**src/rtl/vint_pkg.sv**
```systemverilog
package vint_pkg;
  // Register addresses in data memory space
  localparam logic [6:0] ADDR_FLAGS_A = 7'h0b;
  localparam logic [6:0] ADDR_FLAGS_B = 7'h1e;
  // Field positions, first control register
  localparam int BIT_MASTER_EN = 0;
  localparam int BIT_EXT0_EN   = 1;
  localparam int BIT_EXT1_EN   = 2;
  localparam int BIT_TIMER_EN  = 3;
  localparam int BIT_EXT0_FLAG = 4;
  localparam int BIT_EXT1_FLAG = 5;
  localparam int BIT_TIMER_FLAG = 6;
  // Field positions, second control register
  localparam int BIT_TB_EN     = 0;
  localparam int BIT_RTC_EN    = 1;
  localparam int BIT_TB_FLAG   = 4;
  localparam int BIT_RTC_FLAG  = 5;
  // Reset values
  localparam logic [7:0] RESET_FLAGS_A = 8'h00;
  localparam logic [7:0] RESET_FLAGS_B = 8'h00;
  // Sources in priority order, index 0 highest
  localparam int NUM_SRC = 5;
  localparam int SRC_EXT0 = 0;
  localparam int SRC_EXT1 = 1;
  localparam int SRC_TIMER = 2;
  localparam int SRC_TB = 3;
  localparam int SRC_RTC = 4;
  // Vector addresses
  localparam logic [9:0] VEC_EXT0  = 10'h004;
  localparam logic [9:0] VEC_EXT1  = 10'h008;
  localparam logic [9:0] VEC_TIMER = 10'h00c;
  localparam logic [9:0] VEC_TB    = 10'h010;
  localparam logic [9:0] VEC_RTC   = 10'h014;
  // Return stack
  localparam int STACK_DEPTH = 4;
  localparam logic [2:0] STACK_FULL_LEVEL = 3'h4;
  localparam logic [2:0] RESET_STACK_INDEX = 3'h0;
  localparam logic [9:0] RESET_PC = 10'h000;
endpackage : vint_pkg

```
**src/rtl/vint_edge_sync.sv**
```systemverilog
`timescale 1ns/1ps
`default_nettype none
// Two-stage synchroniser with falling edge detect on the second stage
module vint_edge_sync (
  input  wire logic i_mclk,
  input  wire logic i_rst_b,
  input  wire logic i_pin,
  output logic      o_fall
);
  typedef struct packed {
    logic meta;
    logic sync;
    logic prev;
    logic fall;
  } vint_es_t;
  vint_es_t s;
  vint_es_t next_s;

  always_comb begin
    next_s      = s;
    next_s.meta = i_pin;
    next_s.sync = s.meta;
    next_s.prev = s.sync;
    next_s.fall = s.prev & ~s.sync;
  end

  // Reset to high so an idle-high pin gives no false edge
  always_ff @(posedge i_mclk or negedge i_rst_b) begin
    if (!i_rst_b) begin
      s <= 4'hf & {1'b1, 1'b1, 1'b1, 1'b0};
    end else begin
      s <= next_s;
    end
  end

  assign o_fall = s.fall;
endmodule : vint_edge_sync
`default_nettype wire

```
**src/rtl/vint_prio.sv**
```systemverilog
`timescale 1ns/1ps
`default_nettype none
// Fixed priority pick, lowest index wins
module vint_prio (
  input  wire logic [4:0] i_req,
  output logic      [4:0] o_grant,
  output logic      [9:0] o_vector
);
  always_comb begin
    o_grant  = 5'h00;
    o_vector = vint_pkg::VEC_EXT0;
    if (i_req[vint_pkg::SRC_EXT0]) begin
      o_grant[vint_pkg::SRC_EXT0] = 1'b1;
      o_vector = vint_pkg::VEC_EXT0;
    end else if (i_req[vint_pkg::SRC_EXT1]) begin
      o_grant[vint_pkg::SRC_EXT1] = 1'b1;
      o_vector = vint_pkg::VEC_EXT1;
    end else if (i_req[vint_pkg::SRC_TIMER]) begin
      o_grant[vint_pkg::SRC_TIMER] = 1'b1;
      o_vector = vint_pkg::VEC_TIMER;
    end else if (i_req[vint_pkg::SRC_TB]) begin
      o_grant[vint_pkg::SRC_TB] = 1'b1;
      o_vector = vint_pkg::VEC_TB;
    end else if (i_req[vint_pkg::SRC_RTC]) begin
      o_grant[vint_pkg::SRC_RTC] = 1'b1;
      o_vector = vint_pkg::VEC_RTC;
    end
  end
endmodule : vint_prio
`default_nettype wire

```
**src/rtl/vint_unit.sv**
```systemverilog
`timescale 1ns/1ps
`default_nettype none
// Overview of operation
// - Five sources: two pins, timer, time base, clock
// - Pin falling edge sets its request flag
// - Acknowledge clears master enable; flags still record
// - Full stack inhibits acknowledge until a return
// - Only program counter pushed, then jump vector
// - External sources vector to 04H and 08H
// - Timer overflow flag bit 6, vector 0CH
// - Time base flag bit 4, vector 10H
// - Clock tick flag bit 5, vector 14H
// - Interrupt return sets master enable; plain return not
// - Software re-enable during service permits nesting
// - Requests sampled and serviced at phase pulse
// - Fixed priority, external 0 highest, clock lowest
// - First register holds enables and three flags
// - Second register holds two enables and flags
// - Flags stay until serviced or software cleared
// - Any pending source wakes from halt
// - Return stack has four levels
module vint_unit (
  input  wire logic       i_mclk,
  input  wire logic       i_rst_b,
  input  wire logic       i_ext_irq_pin_0,
  input  wire logic       i_ext_irq_pin_1,
  input  wire logic       i_timer_ovf,
  input  wire logic       i_timebase_tick,
  input  wire logic       i_rtc_tick,
  input  wire logic       i_second_cycle_phase,
  input  wire logic       i_call,
  input  wire logic       i_ret,
  input  wire logic       i_return_from_irq_instr,
  input  wire logic [9:0] i_program_counter,
  input  wire logic       i_wr_en,
  input  wire logic       i_rd_en,
  input  wire logic [6:0] i_addr,
  input  wire logic [7:0] i_wdata,
  output logic      [7:0] o_rdata,
  output logic            o_rd_hit,
  output logic            o_ack,
  output logic      [9:0] o_vector,
  output logic      [9:0] o_return_addr,
  output logic      [2:0] o_stack_index,
  output logic            o_stack_full,
  output logic            o_wake,
  output logic      [7:0] o_irq_enable_flags_a,
  output logic      [7:0] o_irq_enable_flags_b
);

  // ==========================================================
  // State
  // ==========================================================
  typedef struct packed {
    logic       master_irq_enable;
    logic       ext0_irq_enable;
    logic       ext1_irq_enable;
    logic       timer_irq_enable;
    logic       timebase_irq_enable;
    logic       rtc_irq_enable;
    logic [4:0] flags;
    logic       phase_prev;
    logic [2:0] stack_index;
    logic [3:0][9:0] stack;
    logic [7:0] rdata;
    logic       rd_hit;
    logic       ack;
    logic [9:0] vector;
    logic [9:0] return_addr;
    logic       wake;
    logic       stack_full;
    logic [7:0] image_a;
    logic [7:0] image_b;
  } vint_state_t;

  vint_state_t s;
  vint_state_t next_s;

  logic       ext0_fall;
  logic       ext1_fall;
  logic [4:0] events;
  logic [4:0] enables;
  logic [4:0] grant;
  logic [9:0] grant_vector;
  logic [4:0] candidates;

  function automatic logic [7:0] pack_a(input vint_state_t st);
    logic [7:0] r;
    r = 8'h00;
    r[vint_pkg::BIT_MASTER_EN]  = st.master_irq_enable;
    r[vint_pkg::BIT_EXT0_EN]    = st.ext0_irq_enable;
    r[vint_pkg::BIT_EXT1_EN]    = st.ext1_irq_enable;
    r[vint_pkg::BIT_TIMER_EN]   = st.timer_irq_enable;
    r[vint_pkg::BIT_EXT0_FLAG]  = st.flags[vint_pkg::SRC_EXT0];
    r[vint_pkg::BIT_EXT1_FLAG]  = st.flags[vint_pkg::SRC_EXT1];
    r[vint_pkg::BIT_TIMER_FLAG] = st.flags[vint_pkg::SRC_TIMER];
    return r;
  endfunction

  function automatic logic [7:0] pack_b(input vint_state_t st);
    logic [7:0] r;
    r = 8'h00;
    r[vint_pkg::BIT_TB_EN]    = st.timebase_irq_enable;
    r[vint_pkg::BIT_RTC_EN]   = st.rtc_irq_enable;
    r[vint_pkg::BIT_TB_FLAG]  = st.flags[vint_pkg::SRC_TB];
    r[vint_pkg::BIT_RTC_FLAG] = st.flags[vint_pkg::SRC_RTC];
    return r;
  endfunction

  // ==========================================================
  // Pin edge detect and priority pick
  // ==========================================================
  vint_edge_sync u_sync0 (
    .i_mclk  (i_mclk),
    .i_rst_b (i_rst_b),
    .i_pin   (i_ext_irq_pin_0),
    .o_fall  (ext0_fall)
  );

  vint_edge_sync u_sync1 (
    .i_mclk  (i_mclk),
    .i_rst_b (i_rst_b),
    .i_pin   (i_ext_irq_pin_1),
    .o_fall  (ext1_fall)
  );

  assign events = {i_rtc_tick, i_timebase_tick, i_timer_ovf,
                   ext1_fall, ext0_fall};
  assign enables = {s.rtc_irq_enable, s.timebase_irq_enable,
                    s.timer_irq_enable, s.ext1_irq_enable,
                    s.ext0_irq_enable};
  // Raised flags whose source enable is set are eligible now
  assign candidates = s.flags & enables;

  vint_prio u_prio (
    .i_req    (candidates),
    .o_grant  (grant),
    .o_vector (grant_vector)
  );

  // ==========================================================
  // Next state
  // ==========================================================
  always_comb begin
    logic phase_rise;
    logic do_ack;
    logic stack_full;
    logic wr_a;
    logic wr_b;
    phase_rise = 1'b0;
    do_ack     = 1'b0;
    stack_full = 1'b0;
    wr_a       = 1'b0;
    wr_b       = 1'b0;
    next_s     = s;
    next_s.ack = 1'b0;
    next_s.rd_hit = 1'b0;

    phase_rise = i_second_cycle_phase & ~s.phase_prev;
    next_s.phase_prev = i_second_cycle_phase;
    stack_full = (s.stack_index == vint_pkg::STACK_FULL_LEVEL);

    wr_a = i_wr_en && (i_addr == vint_pkg::ADDR_FLAGS_A);
    wr_b = i_wr_en && (i_addr == vint_pkg::ADDR_FLAGS_B);

    // Software writes come first so hardware sets win over them
    if (wr_a) begin
      next_s.master_irq_enable = i_wdata[vint_pkg::BIT_MASTER_EN];
      next_s.ext0_irq_enable   = i_wdata[vint_pkg::BIT_EXT0_EN];
      next_s.ext1_irq_enable   = i_wdata[vint_pkg::BIT_EXT1_EN];
      next_s.timer_irq_enable  = i_wdata[vint_pkg::BIT_TIMER_EN];
      next_s.flags[vint_pkg::SRC_EXT0] =
        i_wdata[vint_pkg::BIT_EXT0_FLAG];
      next_s.flags[vint_pkg::SRC_EXT1] =
        i_wdata[vint_pkg::BIT_EXT1_FLAG];
      next_s.flags[vint_pkg::SRC_TIMER] =
        i_wdata[vint_pkg::BIT_TIMER_FLAG];
    end
    if (wr_b) begin
      next_s.timebase_irq_enable = i_wdata[vint_pkg::BIT_TB_EN];
      next_s.rtc_irq_enable      = i_wdata[vint_pkg::BIT_RTC_EN];
      next_s.flags[vint_pkg::SRC_TB]  = i_wdata[vint_pkg::BIT_TB_FLAG];
      next_s.flags[vint_pkg::SRC_RTC] = i_wdata[vint_pkg::BIT_RTC_FLAG];
    end

    // Acknowledge only on a phase pulse, master on, stack not full
    if (phase_rise && s.master_irq_enable && !stack_full &&
        (candidates != 5'h00)) begin
      do_ack = 1'b1;
    end

    // Returns pop the stack; interrupt return re-arms master
    if (i_ret || i_return_from_irq_instr) begin
      if (s.stack_index != vint_pkg::RESET_STACK_INDEX) begin
        next_s.stack_index = s.stack_index - 3'h1;
      end
    end
    if (i_return_from_irq_instr) begin
      next_s.master_irq_enable = 1'b1;
    end

    if (do_ack) begin
      next_s.master_irq_enable = 1'b0;
      next_s.flags  = next_s.flags & ~grant;
      next_s.stack[s.stack_index[1:0]] = i_program_counter;
      next_s.stack_index = s.stack_index + 3'h1;
      next_s.ack    = 1'b1;
      next_s.vector = grant_vector;
      next_s.return_addr = i_program_counter;
    end else if (i_call) begin
      // A call on a full stack overwrites the oldest entry
      next_s.stack[s.stack_index[1:0]] = i_program_counter;
      if (!stack_full) begin
        next_s.stack_index = s.stack_index + 3'h1;
      end
    end
    if ((i_ret || i_return_from_irq_instr) && !do_ack &&
        s.stack_index != vint_pkg::RESET_STACK_INDEX) begin
      next_s.return_addr = s.stack[2'(s.stack_index - 3'h1)];
    end

    // Hardware sets win over a same-cycle clear
    next_s.flags = next_s.flags | events;

    // Any pending flag wakes the core regardless of masking
    next_s.wake = (s.flags != 5'h00);

    if (i_rd_en) begin
      if (i_addr == vint_pkg::ADDR_FLAGS_A) begin
        next_s.rdata  = pack_a(s);
        next_s.rd_hit = 1'b1;
      end else if (i_addr == vint_pkg::ADDR_FLAGS_B) begin
        next_s.rdata  = pack_b(s);
        next_s.rd_hit = 1'b1;
      end else begin
        next_s.rdata = 8'h00;
      end
    end

    // Register images kept in flops so the outputs leave a flop
    next_s.stack_full =
      (next_s.stack_index == vint_pkg::STACK_FULL_LEVEL);
    next_s.image_a = pack_a(next_s);
    next_s.image_b = pack_b(next_s);
  end

  // ==========================================================
  // Registers
  // ==========================================================
  always_ff @(posedge i_mclk or negedge i_rst_b) begin
    if (!i_rst_b) begin
      s <= '0;
    end else begin
      s <= next_s;
    end
  end

  assign o_rdata              = s.rdata;
  assign o_rd_hit             = s.rd_hit;
  assign o_ack                = s.ack;
  assign o_vector             = s.vector;
  assign o_return_addr        = s.return_addr;
  assign o_stack_index        = s.stack_index;
  assign o_stack_full         = s.stack_full;
  assign o_wake               = s.wake;
  assign o_irq_enable_flags_a = s.image_a;
  assign o_irq_enable_flags_b = s.image_b;

endmodule : vint_unit
`default_nettype wire

```
**config.mk**
```make
export PLATFORM = sky130hd
export DESIGN_NAME = vint_unit
export DESIGN_NICKNAME = d
export VERILOG_FILES = /design/src/rtl/vint_pkg.sv /design/src/rtl/vint_edge_sync.sv /design/src/rtl/vint_prio.sv /design/src/rtl/vint_unit.sv
export SDC_FILE = /design/constraint.sdc
export NUM_CORES = 1
export LEC_CHECK = 0
export BUFFER_PORTS_ARGS = -buffer_cell sky130_fd_sc_hd__buf_2
export CORE_ASPECT_RATIO = 1.4
export CORE_MARGIN = 2
export CORE_UTILIZATION = 50
export CTS_BUF_LIST = sky130_fd_sc_hd__clkbuf_8
export DETAILED_ROUTE_END_ITERATION = 6
export GPL_TIMING_DRIVEN = 1
export HOLD_SLACK_MARGIN = 0.15
export MAX_ROUTING_LAYER = met4
export PLACE_DENSITY = 0.77
export SLEW_MARGIN = 10
export SYNTH_ARGS = -nofsm -noshare
export SYNTH_HDL_FRONTEND = slang
export SYNTH_SLANG_ARGS = --single-unit
```
**constraint.sdc**
```tcl
create_clock -name i_mclk -period 4.4 [get_ports i_mclk]
set_clock_uncertainty 0.1 [all_clocks]
set_input_delay 0.44 -clock i_mclk [delete_from_list [all_inputs] [get_ports i_mclk]]
set_output_delay 0.44 -clock i_mclk [all_outputs]
set_load 0.03 [all_outputs]
```
# Word-level counts from Yosys, hierarchy flattened
# Index checks and enable logic that the tools add are counted.
# Widths: inputs -> output; s select.
op_classes:
  eq_ne: 4
  order_cmp: 3
  add_sub_neg: 2
  n_bitwise: 10
  mux: 37
  n_reduce_logical: 16
ops:
  columns: ["operator", "count"]
  rows:
  - ["$mux 43", 2]
  - ["$mux 10", 7]
  - ["$bwmux 40", 1]
  - ["$mux 21", 1]
  - ["$bmux 10 s2", 1]
  - ["$demux 10 s2", 1]
  - ["$mux 3", 5]
  - ["$mux 4", 3]
  - ["$mux 1", 11]
  - ["$and 5x5->5", 2]
  - ["$mux 5", 2]
  - ["$reduce_bool 5->1", 2]
  - ["$logic_and 1x1->1", 8]
  - ["$mux 8", 1]
  - ["$eq 7x4->1 const B", 1]
  - ["$eq 7x5->1 const B", 1]
  - ["$eq 3x3->1 const B", 2]
  - ["$lt 2x3->1 const B", 2]
  - ["$mux 6", 1]
  - ["$not 5->5", 1]
  - ["$or 5x5->5", 1]
  - ["$reduce_bool 2->1", 2]
  - ["$add 3x1->3 const B", 1]
  - ["$and 1x1->1", 3]
  - ["other kinds (7)", 10]
word_totals:
  register_bits: 105
  elab_cells: 102
  input_bits: 38
  out_inout_bits: 51

# Logic depth before layout (Yosys ltp)
logic_depth:
  depth_word: 10
  mapped_depth: 9
  ltp_nobuf: 8

# Hierarchy
# Synthesis repeated with hierarchy kept, for this count alone.
hier_totals:
  hier_cells: 388
  area_unflattened_um2: 4675.7
modules_own_cells:
  columns: ["module", "area_each_um2", "instances", "cells_per_inst", "seq_area_each_um2"]
  rows:
  - ["vint_unit", 4309.1, 1, 359, 2152.1]
  - ["vint_edge_sync", 117.6, 2, 5, 103.8]
  - ["vint_prio", 131.4, 1, 19, 0.0]

# Worst setup path after synthesis
# No wires, ideal clock.
synth_timing:
  kind: "reg-to-reg"
  startpoint: "register s (netlist bit o_stack_index[0])"
  endpoint: "register s[62] (netlist bit)"
  setup_slack_ns: 1.798
  synth_period_minus_slack_ns: 2.602
  path_buffers: 2
  required_time_ns: 4.172
  stages_incl_launch_ff: 10
  setup_ns: 0.128
  t_arrival_ns: 2.374
  path_cell_list: "dfrtp_1 > buf_2 > inv_1 > ha_1 > and2_1 > a211oi_2 > or2_1 > buf_4 > nand2_4 > mux2_1"
synth_between:
  elab_chain_cells: 7
synth_lines:
  columns: ["item", "line_no", "text"]
  rows:
  - ["start, declared", "vint_unit.sv:76", "vint_state_t s;"]
  - ["start signal, assigned", "vint_unit.sv:254", "s <= next_s;"]
  - ["$lt 2x3->1 (not written as such) or $ge 2x1->1 (tied branches)", "vint_unit.sv:205, vint_unit.sv:212", null]
  - ["$logic_and 1x1->1 (not written as such)", "vint_unit.sv:205, vint_unit.sv:212", null]
  - ["$mux 10 (not written as such)", "vint_unit.sv:205, vint_unit.sv:212", null]
  - ["$demux 10 s2", "vint_unit.sv:205, vint_unit.sv:212", null]
  - ["$bwmux 40", "vint_unit.sv:205, vint_unit.sv:212", null]
  - ["$mux 43", "vint_unit.sv:210", "end else if (i_call) begin"]
  - ["$mux 43", "vint_unit.sv:202", "if (do_ack) begin"]
# Parallel ways exist; a longest one is shown, timed or not. The select of a mux whose other input is x is not followed.
# A chain may end at the register's enable or synchronous reset.

==> impl_metrics.py <==
metrics = {
    "run_status": {
        "status": "complete, no violations",
    },
    "placement": {
        "number_of_input_and_output_port_buffers_inserted": 74,
        "gp_congestion": 0.7476,
        "post_dp_cell_area_mm2": 0.004407,
        "dpl.hpwl_um": 5475,
    },
    "sta": {
        "final_hold_viol_count": 0,
        "maxSlewHeadroom": 0.2765,
        "max_freq_mhz": 385.7,
        "setup_tns_ns": 0,
        "hold_slack_ns": 0.1502,
        "setup_repair_after_global_routing_missed_its_margin": "no",
        "worstMarginPinSlew_ns": 1.085,
        "min_cycle_time_layout_ns": 2.593,
        "setup-violations-final": 0,
        "slew_violations": 0,
        "final_min_period_over_clock_period": 0.5892,
    },
    "global_route": {
        "grt_first_pass_wirelength_um": 12720,
        "pin_count_of_the_biggest_net_entering_global_routing": 88,
        "antenna_found_initial": 0,
        "vias_in_the_first_global_route": 2647,
        "grt-ovfl-total": 0,
        "global_route.usage.total": 0.1871,
    },
    "floorplan": {
        "die_width_um": 81.67,
        "dieHeight_um": 112.7,
        "core_area_mm2": 0.008198,
        "floorplan.initialDensity": 0.5151,
        "design.die.area_mm2": 0.009207,
        "num_rows": 39,
        "floorplan.io_pins": 89,
    },
    "layout": {
        "final_nets": 432,
        "post-route-util": 0.5655,
        "drive_above_1_share": 0.4031,
        "area.growth.synth_to_final_pct": 9.778,
        "final_cell_mix": "dfrtp_1 (81), buf_2 (73), mux2_2 (44)",
        "stdcell_area_mm2": 0.004636,
        "final_common_cell": "dfrtp_1",
        "insertedDiodeCount": 0,
    },
    "routing": {
        "detailedRoute.firstIterationViolations": 113,
        "drc": 0,
        "detail_route.wl_per_cell_um": 15.90,
        "route.top_layer_used": "met4",
        "met1Wirelength_um": 3281,
        "drt_pre_antenna_iters": 4,
        "met2WireLength_um": 4007,
        "wl_met3_um": 472,
        "route.detailed.vias_per_inst": 5.253,
        "via_total_after_detailed_routing": 2595,
        "routed_wirelength_um": 7853,
        "postRouteAntennaNets": 0,
    },
    "setup_path": {
        "startpoint_type": "register",
        "r2r.worst_path.cells": 9,
        "critPathLaunch": "o_stack_index[0]$_DFF_PN0_",
        "arrival_ns": 2.78,
        "timing.rr.end": "o_stack_full$_DFF_PN0_",
        "endpoint": "o_stack_full$_DFF_PN0_",
        "critical_path_peak_fanout": 26,
        "timing.reg2reg.setup_slack_ns": 1.81,
        "worst_setup_path_end_kind": "register",
        "cp.required_ns": 4.58,
        "reg2reg_from": "o_stack_index[0]$_DFF_PN0_",
        "worst-setup-path-type": "register to register",
    },
    "cts": {
        "clkLatencyLatePin_ns": 0.35,
        "cts.repair.resized": 0,
        "cts-hold-fix-buffers": 3,
        "cts-buffers-inserted": 9,
        "cts_setup_buffers": 0,
        "clock_tree.buffer_depth": 2,
        "clock_sink_count": 87,
        "cts.root.buffer_cell": "clkbuf_8",
        "tritoncts_clock_tree": "built",
        "cts-htree-levels": 3,
        "clk_slew_on_worst_s_h_paths_ns": 0.10,
    },
    "yosys": {
        "synth_area_mm2": 0.004223,
        "yosys_register_bits": 87,
        "synthesis.yosys.warnings": 0,
        "synth_cells": 338,
        "synth_cell_types": 37,
        "ys_top_cells_by_area": "dfrtp_1 (48%), mux2_2 (12%), buf_4 (8.5%)",
        "synth_top_cell_area_share": 0.4800,
        "seq_area_frac_synth": 0.5173,
        "yosysTopAreaCell": "dfrtp_1",
        "synth.avg_cell_area_um2": 12.49,
    },
    "flow_run": {
        "timing.max_cap.violations": 0,
    },
    "min_path": {
        "min_path_type": "input port to asynchronous set/reset pin",
    },
    "power": {
        "power_density_mw_per_mm2": 652.3,
        "peakVddDrop_mv": 0.4337,
        "static-leakage-power_uw": 0.002213,
    },
}
## area by class of cell
type	count	area (um2)
multi-input cells	196	1650
fillers	704	3562
clock inverters	7	75.07
repair buffers	80	425.4
inverters	13	48.80
flip-flops and latches	87	2185
clock buffers	9	123.9
well taps	102	127.6
## Yosys cell counts
cell type	n
nand3_1	5
nor3_1	5
a222oi_1	1
nor4b_1	1
nand2_1	26
conb_1	1
o22a_1	1
nor2_1	9
nand2b_1	1
and2_1	2
o211ai_1	1
nand4_1	1
clkbuf_1	5
dfrtp_1	81
buf_2	1
a21boi_1	1
ha_1	7
buf_4	48
nor2b_1	2
mux4_2	10
mux2_2	44
a22oi_1	1
dfstp_2	6
a21oi_1	6
inv_1	13
a211oi_2	1
nor3b_1	1
or2_1	1
o21bai_1	6
mux2_1	2
nand2_4	4
nand3b_1	1
mux2i_1	23
o21ai_0	10
o22ai_1	7
a31oi_1	1
xnor2_1	2
## how the worst min path moves through the flow
stage / cells after the start / slack (ns) / start / endpoint
floorplan: 0 / 0.04 / i_rst_b / o_ack$_DFF_PN0_
global placement: 0 / 0.25 / u_sync1.next_s[2]$_DFF_PN1_ / u_sync1.next_s[1]$_DFF_PN1_
detailed placement: 0 / 0.25 / u_sync0.next_s[2]$_DFF_PN1_ / u_sync0.next_s[1]$_DFF_PN1_
CTS: 2 / 0.16 / i_timer_ovf / s[94]$_DFF_PN0_
global route: 2 / 0.16 / i_timebase_tick / s[95]$_DFF_PN0_
finish: 1 / 0.15 / i_rst_b / o_irq_enable_flags_a[2]$_DFFE_PN0N_
## sequential cells by signal, summed over array words and instances (netlist names)
signal                flops
s                        45
o_return_addr            10
o_rdata                   7
o_irq_enable_flags_a      4
o_irq_enable_flags_b      3
o_stack_index             3
o_vector                  3
u_sync0.next_s            2
u_sync1.next_s            2
o_ack                     1
o_rd_hit                  1
o_stack_full              1
o_wake                    1
u_sync0.o_fall            1
u_sync0.s                 1
u_sync1.o_fall            1
u_sync1.s                 1
## report_power, final
part	total [uW]	switching, uW	internal, uW
Combinational	1250	654	593
Clock	541	317	224
Sequential	1240	148	1090
Total	3020	1120	1900
## kinds of logic after synthesis
family | after synthesis | synth area share
other cells | 1 | 0.0008880
compound gates | 36 | 0.05422
mux | 79 | 0.2305
fa+ha+maj | 7 | 0.02074
flops | 87 | 0.5173
simple gates | 59 | 0.06963
buf+inv | 67 | 0.1025
xor+xnor | 2 | 0.004149
## through the flow
| stage | setup slack [ns] | std cells | power (uW) |
|---|---|---|---|
| after floorplan | 1.798 | 350 | 2303 |
| after global placement | 1.860 | 475 | 2453 |
| after detailed placement | 1.825 | 475 | 2510 |
| after CTS | 1.804 | 494 | 3061 |
| after global routing | 1.656 | 494 | 3230 |
| final | 1.807 | 494 | 3024 |
## critical path: stages (launching register included)
cell      delay (ns)
dfrtp_1         0.37
buf_4           0.22
inv_1           0.19
ha_1            0.21
and2_1          0.14
a211oi_2        0.05
buf_4           0.25
a21oi_1         0.50
mux2i_1         0.31
a21boi_1        0.18
## routing by layer
layer / vias up / track usage
met2: 80 / 0.3082
met4: 0 / 0.05111
li1: 1226 / -
met5: - / -
met1: 1281 / 0.2279
met3: 8 / 0.04785
Note: power is estimated with default switching activity, not from simulation.
